[config.mk]
export PLATFORM = sky130hd
export DESIGN_NAME = pci_target_abort_backend
export DESIGN_NICKNAME = d
export VERILOG_FILES = /design/src/shared/pci_tgt_pkg.sv /design/src/core/bar_decode.sv /design/src/core/pci_target_abort_backend.sv
export SDC_FILE = /design/constraint.sdc
export NUM_CORES = 1
export LEC_CHECK = 0
export BUFFER_PORTS_ARGS = -buffer_cell sky130_fd_sc_hd__buf_2
export CORE_ASPECT_RATIO = 0.9
export CORE_MARGIN = 10
export CORE_UTILIZATION = 50
export CTS_CLUSTER_DIAMETER = 120
export DETAILED_ROUTE_END_ITERATION = 10
export PLACE_DENSITY_LB_ADDON = 0.05
export SLEW_MARGIN = 20
export SYNTH_ARGS = -nofsm -noshare
export SYNTH_HDL_FRONTEND = slang
export SYNTH_SLANG_ARGS = --single-unit
[constraint.sdc]
create_clock -name mclk_i -period 2.3 [get_ports mclk_i]
set_clock_uncertainty 0.15 [all_clocks]
set_input_delay 0.23 -clock mclk_i [delete_from_list [all_inputs] [get_ports mclk_i]]
set_output_delay 0.23 -clock mclk_i [all_outputs]
set_load 0.005 [all_outputs]
[src/shared/pci_tgt_pkg.sv]
// Shared constants and types for the 64-bit bus target back end
`default_nettype none
package pci_tgt_pkg;

  // Register byte offsets on the APB side
  localparam logic [11:0] CTRL_OFS     = 12'h000;
  localparam logic [11:0] STATUS_OFS   = 12'h004;
  localparam logic [11:0] INT_STAT_OFS = 12'h008;
  localparam logic [11:0] INT_MASK_OFS = 12'h00C;
  localparam logic [11:0] BASE0_OFS    = 12'h010;
  localparam logic [11:0] BASE1_OFS    = 12'h014;

  // Control fields and reset value
  localparam int          CTRL_EN_BIT   = 0;
  localparam int          CTRL_WIDE_BIT = 1;
  localparam logic [1:0]  CTRL_RST      = 2'h2;
  localparam logic [31:0] BASE_RST      = 32'h0000_0000;

  // Event bits, shared by status and mask registers
  localparam int         EV_CLAIM = 0;
  localparam int         EV_ABORT = 1;
  localparam int         EV_RETRY = 2;
  localparam int         EV_DONE  = 3;
  localparam int         EV_W     = 4;
  localparam logic [3:0] INT_RST  = 4'h0;

  // Memory command codes on the low byte-enable lines
  localparam logic [3:0] CMD_MEM_RD     = 4'h6;
  localparam logic [3:0] CMD_MEM_WR     = 4'h7;
  localparam logic [3:0] CMD_MEM_RD_MUL = 4'hC;
  localparam logic [3:0] CMD_MEM_RD_LN  = 4'hE;
  localparam logic [3:0] CMD_MEM_WR_INV = 4'hF;

  // Clocks after the claim cycle before ready may be computed
  localparam logic [1:0] TRDY_LAT_WR = 2'h1;
  localparam logic [1:0] TRDY_LAT_RD = 2'h2;

  typedef enum logic [2:0] {
    ST_IDLE = 3'h0,
    ST_BUSY = 3'h1,
    ST_DATA = 3'h3,
    ST_TERM = 3'h2,
    ST_TURN = 3'h6
  } tstate_e;

  // Back-end controls into the target
  typedef struct packed {
    logic ready;
    logic term;
    logic abort;
  } bk_ctrl_s;

  // Back-end indications out of the target
  typedef struct packed {
    logic address_valid_strobe;
    logic target_write_direction;
    logic wide_cycle_flag;
    logic data_valid;
  } bk_ind_s;

endpackage
`default_nettype wire

[src/core/bar_decode.sv]
// Address range compare for one base address range
`timescale 1ns/1ns
`default_nettype none
module bar_decode #(
  parameter int SIZE_BITS = 20
) (
  // Range setup
  input  wire logic [31:0] base_i,
  input  wire logic        enable_i,
  // Captured address
  input  wire logic [31:0] addr_i,
  // Result
  output logic             hit_o
);
  wire upper_match = (addr_i[31:SIZE_BITS] == base_i[31:SIZE_BITS]);

  assign hit_o = enable_i & upper_match;
endmodule // bar_decode
`default_nettype wire

[src/core/pci_target_abort_backend.sv]
// Target transaction engine of a 64-bit bus interface with APB registers
//
// Implementation choices: the APB register port and the address map.
`timescale 1ns/1ns
`default_nettype none
// Operation
// Initiator drives frame, 64-bit request, address and read-multiple command.
// Initiator keeps frame low and asserts initiator-ready after the address phase.
// Address-valid strobe one clock after address phase, address on shared bus.
// Back end loads its address counter while the strobe is high.
// Leaving idle goes through bus-busy, then into the data state.
// Claim the transaction with medium decode timing on DEVSEL#.
// One clock of latency between DEVSEL# and earliest TRDY#.
// Reads hold off TRDY# one more clock for AD turnaround.
// Base-hit bit of the matching range pulses for exactly one clock.
// Write-direction indication is low during reads.
// Wide-cycle flag rises with DEVSEL# and holds for the transfer.
// Back end holds ready high and terminate low for a burst.
// Back end raises abort on a serious error such as range overrun.
// Edge after abort seen: STOP# asserted, TRDY# and DEVSEL# released.
// Initiator releases frame on the next clock after target abort.
// Abort wins regardless of ready and terminate levels.
// Terminate with ready low gives a retry without data.
// Back end holds abort until STOP#, releases before next claim.
module pci_target_abort_backend #(
  parameter int NUM_BARS  = 2,
  parameter int BAR_SIZE0 = 20,
  parameter int BAR_SIZE1 = 16
) (
  // Clock and reset
  input  wire logic                     mclk_i,
  input  wire logic                     rst_b_i,
  // Bus inputs
  input  wire logic                     frame_n_i,
  input  wire logic                     irdy_n_i,
  input  wire logic                     req64_n_i,
  input  wire logic [7:0]               cbe_n_i,
  input  wire logic [63:0]              ad_i,
  // Bus target outputs, enables low while driving
  output logic [63:0]                   ad_o,
  output logic                          ad_oe_n_o,
  output logic                          devsel_n_o,
  output logic                          trdy_n_o,
  output logic                          stop_n_o,
  output logic                          ack64_n_o,
  output logic                          ctl_oe_n_o,
  // Back end
  input  wire pci_tgt_pkg::bk_ctrl_s    backend_ctrl_i,
  input  wire logic [63:0]              read_data_i,
  output var pci_tgt_pkg::bk_ind_s      backend_ind_o,
  output logic [63:0]                   internal_shared_bus_o,
  output logic [7:0]                    base_hit_o,
  // APB slave
  input  wire logic                     psel_i,
  input  wire logic                     penable_i,
  input  wire logic                     pwrite_i,
  input  wire logic [11:0]              paddr_i,
  input  wire logic [31:0]              pwdata_i,
  output logic [31:0]                   prdata_o,
  output logic                          pready_o,
  output logic                          pslverr_o,
  // Interrupt
  output logic                          irq_o
);
  pci_tgt_pkg::tstate_e state_reg, state_next;

  logic                         frame_q_reg;
  logic [31:0]                  addr_reg;
  logic [3:0]                   cmd_reg;
  logic                         req64_reg;
  logic                         strobe_reg;
  logic [63:0]                  shared_reg;
  logic                         devsel_reg, trdy_reg, stop_reg, ack64_reg, ctl_oe_reg;
  logic                         wide_reg, abort_reg, data_done_reg, data_valid_reg;
  logic [1:0]                   lat_reg;
  logic [7:0]                   base_hit_reg;
  logic [63:0]                  ad_reg;
  logic                         ad_drive_reg;
  logic [1:0]                   ctrl_reg;
  logic [31:0]                  base_reg [NUM_BARS];
  logic [pci_tgt_pkg::EV_W-1:0] int_stat_reg, int_mask_reg;
  logic [31:0]                  prdata_reg;
  logic [NUM_BARS-1:0]          hits;

  // Address decode, one comparator per range
  for (genvar g = 0; g < NUM_BARS; g++) begin : g_bar
    bar_decode #(
      .SIZE_BITS (g == 0 ? BAR_SIZE0 : BAR_SIZE1)
    ) u_bar (
      .base_i   (base_reg[g]),
      .enable_i (ctrl_reg[pci_tgt_pkg::CTRL_EN_BIT]),
      .addr_i   (addr_reg),
      .hit_o    (hits[g])
    );
  end

  // Phase and decode terms
  wire cmd_wr     = cmd_reg[0];
  wire cmd_mem    = (cmd_reg == pci_tgt_pkg::CMD_MEM_RD) | (cmd_reg == pci_tgt_pkg::CMD_MEM_WR)
                  | (cmd_reg == pci_tgt_pkg::CMD_MEM_RD_MUL) | (cmd_reg == pci_tgt_pkg::CMD_MEM_RD_LN)
                  | (cmd_reg == pci_tgt_pkg::CMD_MEM_WR_INV);
  wire in_idle    = (state_reg == pci_tgt_pkg::ST_IDLE);
  wire in_busy    = (state_reg == pci_tgt_pkg::ST_BUSY);
  wire in_data    = (state_reg == pci_tgt_pkg::ST_DATA);
  wire in_term    = (state_reg == pci_tgt_pkg::ST_TERM);
  // Frame falling while idle marks the address phase
  wire addr_phase = in_idle & ~frame_n_i & frame_q_reg;
  wire enter_data = in_busy & cmd_mem & (|hits);
  wire xfer       = trdy_reg & ~irdy_n_i;
  wire last_xfer  = xfer & frame_n_i;
  wire [1:0] need = cmd_wr ? pci_tgt_pkg::TRDY_LAT_WR : pci_tgt_pkg::TRDY_LAT_RD;
  wire trdy_ok    = in_data & (lat_reg >= need);
  wire abort_now  = in_data & backend_ctrl_i.abort;
  wire term_now   = in_data & ~abort_now & ~last_xfer & backend_ctrl_i.term
                  & (~backend_ctrl_i.ready | trdy_ok);
  wire retry_now  = term_now & ~backend_ctrl_i.ready & ~data_done_reg;
  wire term_exit  = in_term & frame_n_i & (~trdy_reg | xfer);
  wire data_exit  = in_data & (last_xfer | (frame_n_i & irdy_n_i));
  wire abort_next = abort_reg | abort_now;

  always_comb begin
    case (state_reg)
      pci_tgt_pkg::ST_IDLE: state_next = addr_phase ? pci_tgt_pkg::ST_BUSY : pci_tgt_pkg::ST_IDLE;
      pci_tgt_pkg::ST_BUSY: state_next = enter_data ? pci_tgt_pkg::ST_DATA : pci_tgt_pkg::ST_IDLE;
      pci_tgt_pkg::ST_DATA: begin
        if (abort_now | term_now) begin
          state_next = pci_tgt_pkg::ST_TERM;
        end else if (data_exit) begin
          state_next = pci_tgt_pkg::ST_TURN;
        end else begin
          state_next = pci_tgt_pkg::ST_DATA;
        end
      end
      pci_tgt_pkg::ST_TERM: state_next = term_exit ? pci_tgt_pkg::ST_TURN : pci_tgt_pkg::ST_TERM;
      pci_tgt_pkg::ST_TURN: state_next = pci_tgt_pkg::ST_IDLE;
      default:              state_next = pci_tgt_pkg::ST_IDLE;
    endcase
  end

  wire nx_data = (state_next == pci_tgt_pkg::ST_DATA);
  wire nx_term = (state_next == pci_tgt_pkg::ST_TERM);
  wire nx_idle = (state_next == pci_tgt_pkg::ST_IDLE);
  // Abort drops DEVSEL# at once; retry and disconnect keep it
  wire devsel_next = nx_data | (nx_term & ~abort_next);
  wire trdy_next   = (in_data & nx_data & trdy_ok & backend_ctrl_i.ready)
                   | (term_now & backend_ctrl_i.ready)
                   | (in_term & nx_term & trdy_reg & ~xfer);
  wire wide_next   = enter_data ? (req64_reg & ctrl_reg[pci_tgt_pkg::CTRL_WIDE_BIT])
                   : (nx_idle ? 1'b0 : wide_reg);
  wire [pci_tgt_pkg::EV_W-1:0] events = {(state_next == pci_tgt_pkg::ST_TURN) & ~in_busy, retry_now,
                                         abort_now, enter_data};

  always_ff @(posedge mclk_i or negedge rst_b_i) begin
    if (!rst_b_i) begin
      state_reg   <= pci_tgt_pkg::ST_IDLE;
      frame_q_reg <= 1'b1;
      addr_reg    <= 32'h0000_0000;
      cmd_reg     <= 4'h0;
      req64_reg   <= 1'b0;
      strobe_reg  <= 1'b0;
    end else begin
      state_reg   <= state_next;
      frame_q_reg <= frame_n_i;
      strobe_reg  <= addr_phase;
      if (addr_phase) begin
        addr_reg  <= ad_i[31:0];
        cmd_reg   <= cbe_n_i[3:0];
        req64_reg <= ~req64_n_i;
      end
    end
  end

  // Target control outputs, all registered
  always_ff @(posedge mclk_i or negedge rst_b_i) begin
    if (!rst_b_i) begin
      devsel_reg <= 1'b0;
      trdy_reg   <= 1'b0;
      stop_reg   <= 1'b0;
      ack64_reg  <= 1'b0;
      ctl_oe_reg <= 1'b0;
      wide_reg   <= 1'b0;
      abort_reg  <= 1'b0;
    end else begin
      devsel_reg <= devsel_next;
      trdy_reg   <= trdy_next;
      stop_reg   <= nx_term;
      ack64_reg  <= devsel_next & wide_next;
      ctl_oe_reg <= nx_data | nx_term | (state_next == pci_tgt_pkg::ST_TURN);
      wide_reg   <= wide_next;
      abort_reg  <= nx_idle ? 1'b0 : abort_next;
    end
  end

  // Back-end side: latency count, hit pulse, data path
  always_ff @(posedge mclk_i or negedge rst_b_i) begin
    if (!rst_b_i) begin
      lat_reg        <= 2'h0;
      base_hit_reg   <= 8'h00;
      data_done_reg  <= 1'b0;
      data_valid_reg <= 1'b0;
      shared_reg     <= 64'h0000_0000_0000_0000;
      ad_reg         <= 64'h0000_0000_0000_0000;
      ad_drive_reg   <= 1'b0;
    end else begin
      if (enter_data) begin
        lat_reg <= 2'h0;
      end else if (in_data && lat_reg != 2'h3) begin
        lat_reg <= lat_reg + 2'h1;
      end
      base_hit_reg   <= enter_data ? 8'(hits) : 8'h00;
      data_done_reg  <= enter_data ? 1'b0 : (data_done_reg | xfer);
      data_valid_reg <= xfer;
      if (addr_phase || (xfer && cmd_wr)) begin
        shared_reg <= ad_i;
      end
      if (!trdy_reg || xfer) begin
        ad_reg <= read_data_i;
      end
      // Turnaround: AD is not driven in the claim cycle of a read
      ad_drive_reg <= ~cmd_wr & ((nx_data & in_data) | nx_term);
    end
  end

  assign devsel_n_o            = ~devsel_reg;
  assign trdy_n_o              = ~trdy_reg;
  assign stop_n_o              = ~stop_reg;
  assign ack64_n_o             = ~ack64_reg;
  assign ctl_oe_n_o            = ~ctl_oe_reg;
  assign ad_o                  = ad_reg;
  assign ad_oe_n_o             = ~ad_drive_reg;
  assign internal_shared_bus_o = shared_reg;
  assign base_hit_o            = base_hit_reg;
  assign backend_ind_o.address_valid_strobe   = strobe_reg;
  assign backend_ind_o.target_write_direction = cmd_wr;
  assign backend_ind_o.wide_cycle_flag        = wide_reg;
  assign backend_ind_o.data_valid             = data_valid_reg;

  // APB decode; zero wait states, read data loaded in the setup cycle
  wire setup      = psel_i & ~penable_i;
  wire wr_access  = psel_i & penable_i & pwrite_i;
  wire sel_ctrl   = (paddr_i == pci_tgt_pkg::CTRL_OFS);
  wire sel_status = (paddr_i == pci_tgt_pkg::STATUS_OFS);
  wire sel_istat  = (paddr_i == pci_tgt_pkg::INT_STAT_OFS);
  wire sel_imask  = (paddr_i == pci_tgt_pkg::INT_MASK_OFS);
  wire sel_base0  = (paddr_i == pci_tgt_pkg::BASE0_OFS);
  wire sel_base1  = (paddr_i == pci_tgt_pkg::BASE1_OFS);
  wire mapped     = sel_ctrl | sel_status | sel_istat | sel_imask | sel_base0 | sel_base1;
  wire [31:0] status_word = {22'h00_0000, base_hit_reg[1:0], abort_reg, wide_reg, cmd_wr,
                             devsel_reg, 1'b0, state_reg};
  wire [31:0] rd_mux = sel_ctrl   ? {30'h0000_0000, ctrl_reg}
                     : sel_status ? status_word
                     : sel_istat  ? {28'h000_0000, int_stat_reg}
                     : sel_imask  ? {28'h000_0000, int_mask_reg}
                     : sel_base0  ? base_reg[0]
                     : sel_base1  ? base_reg[1]
                     : 32'h0000_0000;

  always_ff @(posedge mclk_i or negedge rst_b_i) begin
    if (!rst_b_i) begin
      ctrl_reg     <= pci_tgt_pkg::CTRL_RST;
      int_mask_reg <= pci_tgt_pkg::INT_RST;
      prdata_reg   <= 32'h0000_0000;
      for (int i = 0; i < NUM_BARS; i++) begin
        base_reg[i] <= pci_tgt_pkg::BASE_RST;
      end
    end else begin
      if (setup) begin
        prdata_reg <= rd_mux;
      end
      if (wr_access && sel_ctrl) begin
        ctrl_reg <= pwdata_i[1:0];
      end
      if (wr_access && sel_imask) begin
        int_mask_reg <= pwdata_i[pci_tgt_pkg::EV_W-1:0];
      end
      if (wr_access && sel_base0) begin
        base_reg[0] <= pwdata_i;
      end
      if (wr_access && sel_base1) begin
        base_reg[1] <= pwdata_i;
      end
    end
  end

  // Sticky events: a new event wins over a write-one clear
  wire [pci_tgt_pkg::EV_W-1:0] w1c = (wr_access & sel_istat) ? pwdata_i[pci_tgt_pkg::EV_W-1:0] : 4'h0;

  always_ff @(posedge mclk_i or negedge rst_b_i) begin
    if (!rst_b_i) begin
      int_stat_reg <= pci_tgt_pkg::INT_RST;
    end else begin
      int_stat_reg <= (int_stat_reg & ~w1c) | events;
    end
  end

  assign irq_o     = |(int_stat_reg & int_mask_reg);
  assign prdata_o  = prdata_reg;
  assign pready_o  = 1'b1;
  assign pslverr_o = psel_i & penable_i & ~mapped;
endmodule // pci_target_abort_backend
`default_nettype wire

==> impl_metrics.py <==
metrics = {
    "run_status": {
        "status": "finished, final reports clean",
    },
    "hold_path": {
        "hold_class": "in2reg",
    },
    "floorplan": {
        "rows": 52,
        "io_pins": 372,
        "die_h_um": 163,
        "fp.dieArea_um2": 29300,
        "start_util": 0.508,
        "coreArea_um2": 22500,
        "die_x_um": 179,
    },
    "critical_path": {
        "cp-end-kind": "flip-flop",
        "cp_data_required_time_ps": 2560,
        "critPathLaunchType": "flip-flop",
        "critical_path_class": "reg2reg",
        "cp_max_fo": 7,
        "arrival_ps": 2290,
    },
    "logic_synthesis": {
        "seq_area_frac_synth": 0.600,
        "synth_warnings": 0,
        "ys_types": 59,
        "synth-seq-cells": 274,
        "synth_edf_count": 0,
        "syn_inst": 821,
        "syn_area_um2": 11400,
        "synthArstFlopShare": 1.00,
        "synthFlopType": "dfrtp_1",
        "synth_area_per_cell_um2": 13.9,
    },
    "routing": {
        "via_count": 8596,
        "antenna_left": 0,
        "dr.pass1.iters": 5,
        "vias_per_cell": 5.10,
        "drc": 0,
        "drt_iter0_drc": 477,
        "wl_per_cell_um": 20.6,
        "routed_wl_um": 34700,
    },
    "place": {
        "hpwl_um": 23500,
        "place_area_um2": 13600,
        "dp_cells": 1459,
        "gp_congestion": 0.778,
        "numPortBuffers": 360,
    },
    "power": {
        "leakagePower_uw": 0.00805,
        "peakVddDrop_mv": 0.602,
        "power.total_uw": 11700,
        "p_per_area_nw_per_um2": 713,
    },
    "grt": {
        "grt_pass1_vias": 9479,
        "grt_use_total": 0.233,
        "grt_max_degree": 70,
        "grt_pass1_wl_um": 54000,
        "overflow": 0,
        "antenna_found_initial": 2,
    },
    "clock_network": {
        "cts_tree": "built",
        "post_cts_buffers": 0,
        "numCtsBuffers": 28,
        "post_cts_resized": 0,
        "hold_buffers": 172,
        "root_buffer": "clkbuf_16",
        "cts_sinks": 274,
        "cts_buffer_depth": 3,
        "clock_latency_ps": 550,
        "h-tree-depth": 1,
        "clkTransAtPathRegs_ps": 60,
    },
    "finish": {
        "drive_above_1_share": 0.476,
        "post-route-cell-area_um2": 16400,
        "fillers": 1571,
        "finalNonFillerCells": 1685,
        "final_net_count": 1558,
        "area_growth_syn_to_layout_pct": 43.2,
    },
    "sta": {
        "max_freq_mhz": 493,
        "setup_viol": 0,
        "rsz0062_at_grt": "no",
        "slew_violations": 0,
        "worstMarginPinSlew_ps": 559,
        "fin_crit_sh": 0.882,
        "slew_headroom": 0.624,
        "hold_viol": 0,
        "min_period_ps": 2030,
        "tns_ps": 0,
    },
    "job": {
        "maxCapViolations": 0,
    },
}
==> worst max-delay path, stage by stage, from the launching register on <==
cell and delay, ps:
dfrtp_1 560, ha_1 290, nand2b_1 150, a21oi_1 200, o31ai_1 100, buf_4 150, a31oi_1 210, o2bb2ai_1 90
==> through the flow <==
step	util	worst slack (ps)	hold WS [ps]
floorplan	-	515	-216
global placement	0.606	220	86.6
detailed placement	0.606	205	92.3
CTS	0.727	256	24.2
global route	0.727	112	69.8
finish	0.727	271	58.2
==> area by class of cell <==
class / instances / area (µm²) / area share
diodes: 2 / 5.00 / 0.000306
clock buffers: 38 / 798 / 0.0488
clock inverters: 14 / 189 / 0.0115
inverters: 14 / 52.6 / 0.00321
multi-input cells: 487 / 4260 / 0.261
flip-flops and latches: 274 / 6860 / 0.419
well taps: 297 / 372 / 0.0227
repair buffers: 559 / 3820 / 0.234
==> cells in the mapped netlist, types with 2 or more instances <==
cell,instances,share of area
a21o_1,4,0.0026
nor4_1,11,0.0060
a21oi_1,20,0.0088
mux2_2,208,0.20
dfrtp_1,272,0.60
ha_1,3,0.0033
o31ai_1,23,0.015
o2bb2ai_1,3,0.0023
a211oi_1,3,0.0020
and3_1,3,0.0016
nand3_1,2,0.00088
mux2i_1,32,0.028
nand4_1,3,0.0016
buf_6,2,0.0020
clkbuf_1,17,0.0056
conb_1,2,0.00066
nor2b_1,5,0.0027
dfstp_2,2,0.0046
nand2_1,45,0.015
nor2_1,22,0.0072
nand2b_1,7,0.0038
a221o_1,2,0.0018
o21ai_0,14,0.0061
xor2_1,28,0.021
o21a_1,3,0.0020
and2_1,2,0.0011
inv_1,14,0.0046
or2_2,3,0.0016
buf_2,16,0.0070
o22ai_1,2,0.0011
a22oi_1,2,0.0013
mux2_1,5,0.0049
buf_4,15,0.0099
==> layer usage <==
layer / track usage / wire length, µm / up-vias / share of wire
met3: 0.0748 / 2890 / 58 / 0.083
li1: - / - / 3990 / -
met4: 0.0644 / 818 / 0 / 0.024
met5: 0 / 0 / - / 0
met2: 0.402 / 17700 / 282 / 0.51
met1: 0.274 / 13300 / 4266 / 0.38
==> cell usage in the layout, fill, tap and decap left out, drive strengths merged, types with 4 or more instances in the layout <==
cell type and instances:
a21o 4, a21oi 21, buf 387, bufinv 4
clkbuf 38, clkinv 7, conb 7, dfrtp 272
dlygate4sd3 172, inv 14, mux2 213, mux2i 32
nand2 45, nand2b 7, nand4 4, nor2 24
nor2b 6, nor4 12, o21ai 14, o31ai 23
xor2 28
==> report_power, final <==
part / internal (µW) / switching (µW) / total (µW)
Sequential: 5150 / 206 / 5360
Clock: 2880 / 1940 / 4820
Combinational: 835 / 655 / 1490
==> logic make-up (layout without fill, tap and decap cells) <==
kind of cell	count (synthesis)	count (layout)	share of synthesized area
DFF	274	274	0.600
muxes	245	245	0.238
and+or+nand+nor	118	118	0.0559
AOI/OAI and AO/OA	85	85	0.0506
buffers and inverters	65	625	0.0293
xor gates and xnor gates	29	29	0.0222
adders and majority gates	3	3	0.00328
other	2	9	0.000657
==> worst paths after layout <==
check,from,to,slack [ps],cells after the start
setup / recovery,cmd_reg[0]$_DFFE_PN0P_,ack64_reg$_DFF_PN0_,270,7
hold / removal,penable_i,prdata_o[2]$_DFFE_PN0P_,60,5
setup reg to reg,cmd_reg[0]$_DFFE_PN0P_,ack64_reg$_DFF_PN0_,270,7
hold reg to reg,prdata_o[26]$_DFFE_PN0P_,prdata_o[26]$_DFFE_PN0P_,320,2
max in group asynchronous,rst_b_i,ad_o[1]$_DFFE_PN0N_,1110,3
min in group asynchronous,rst_b_i,internal_shared_bus_o[52]$_DFFE_PN0P_,80,2
(Power assumes the default switching activity.)
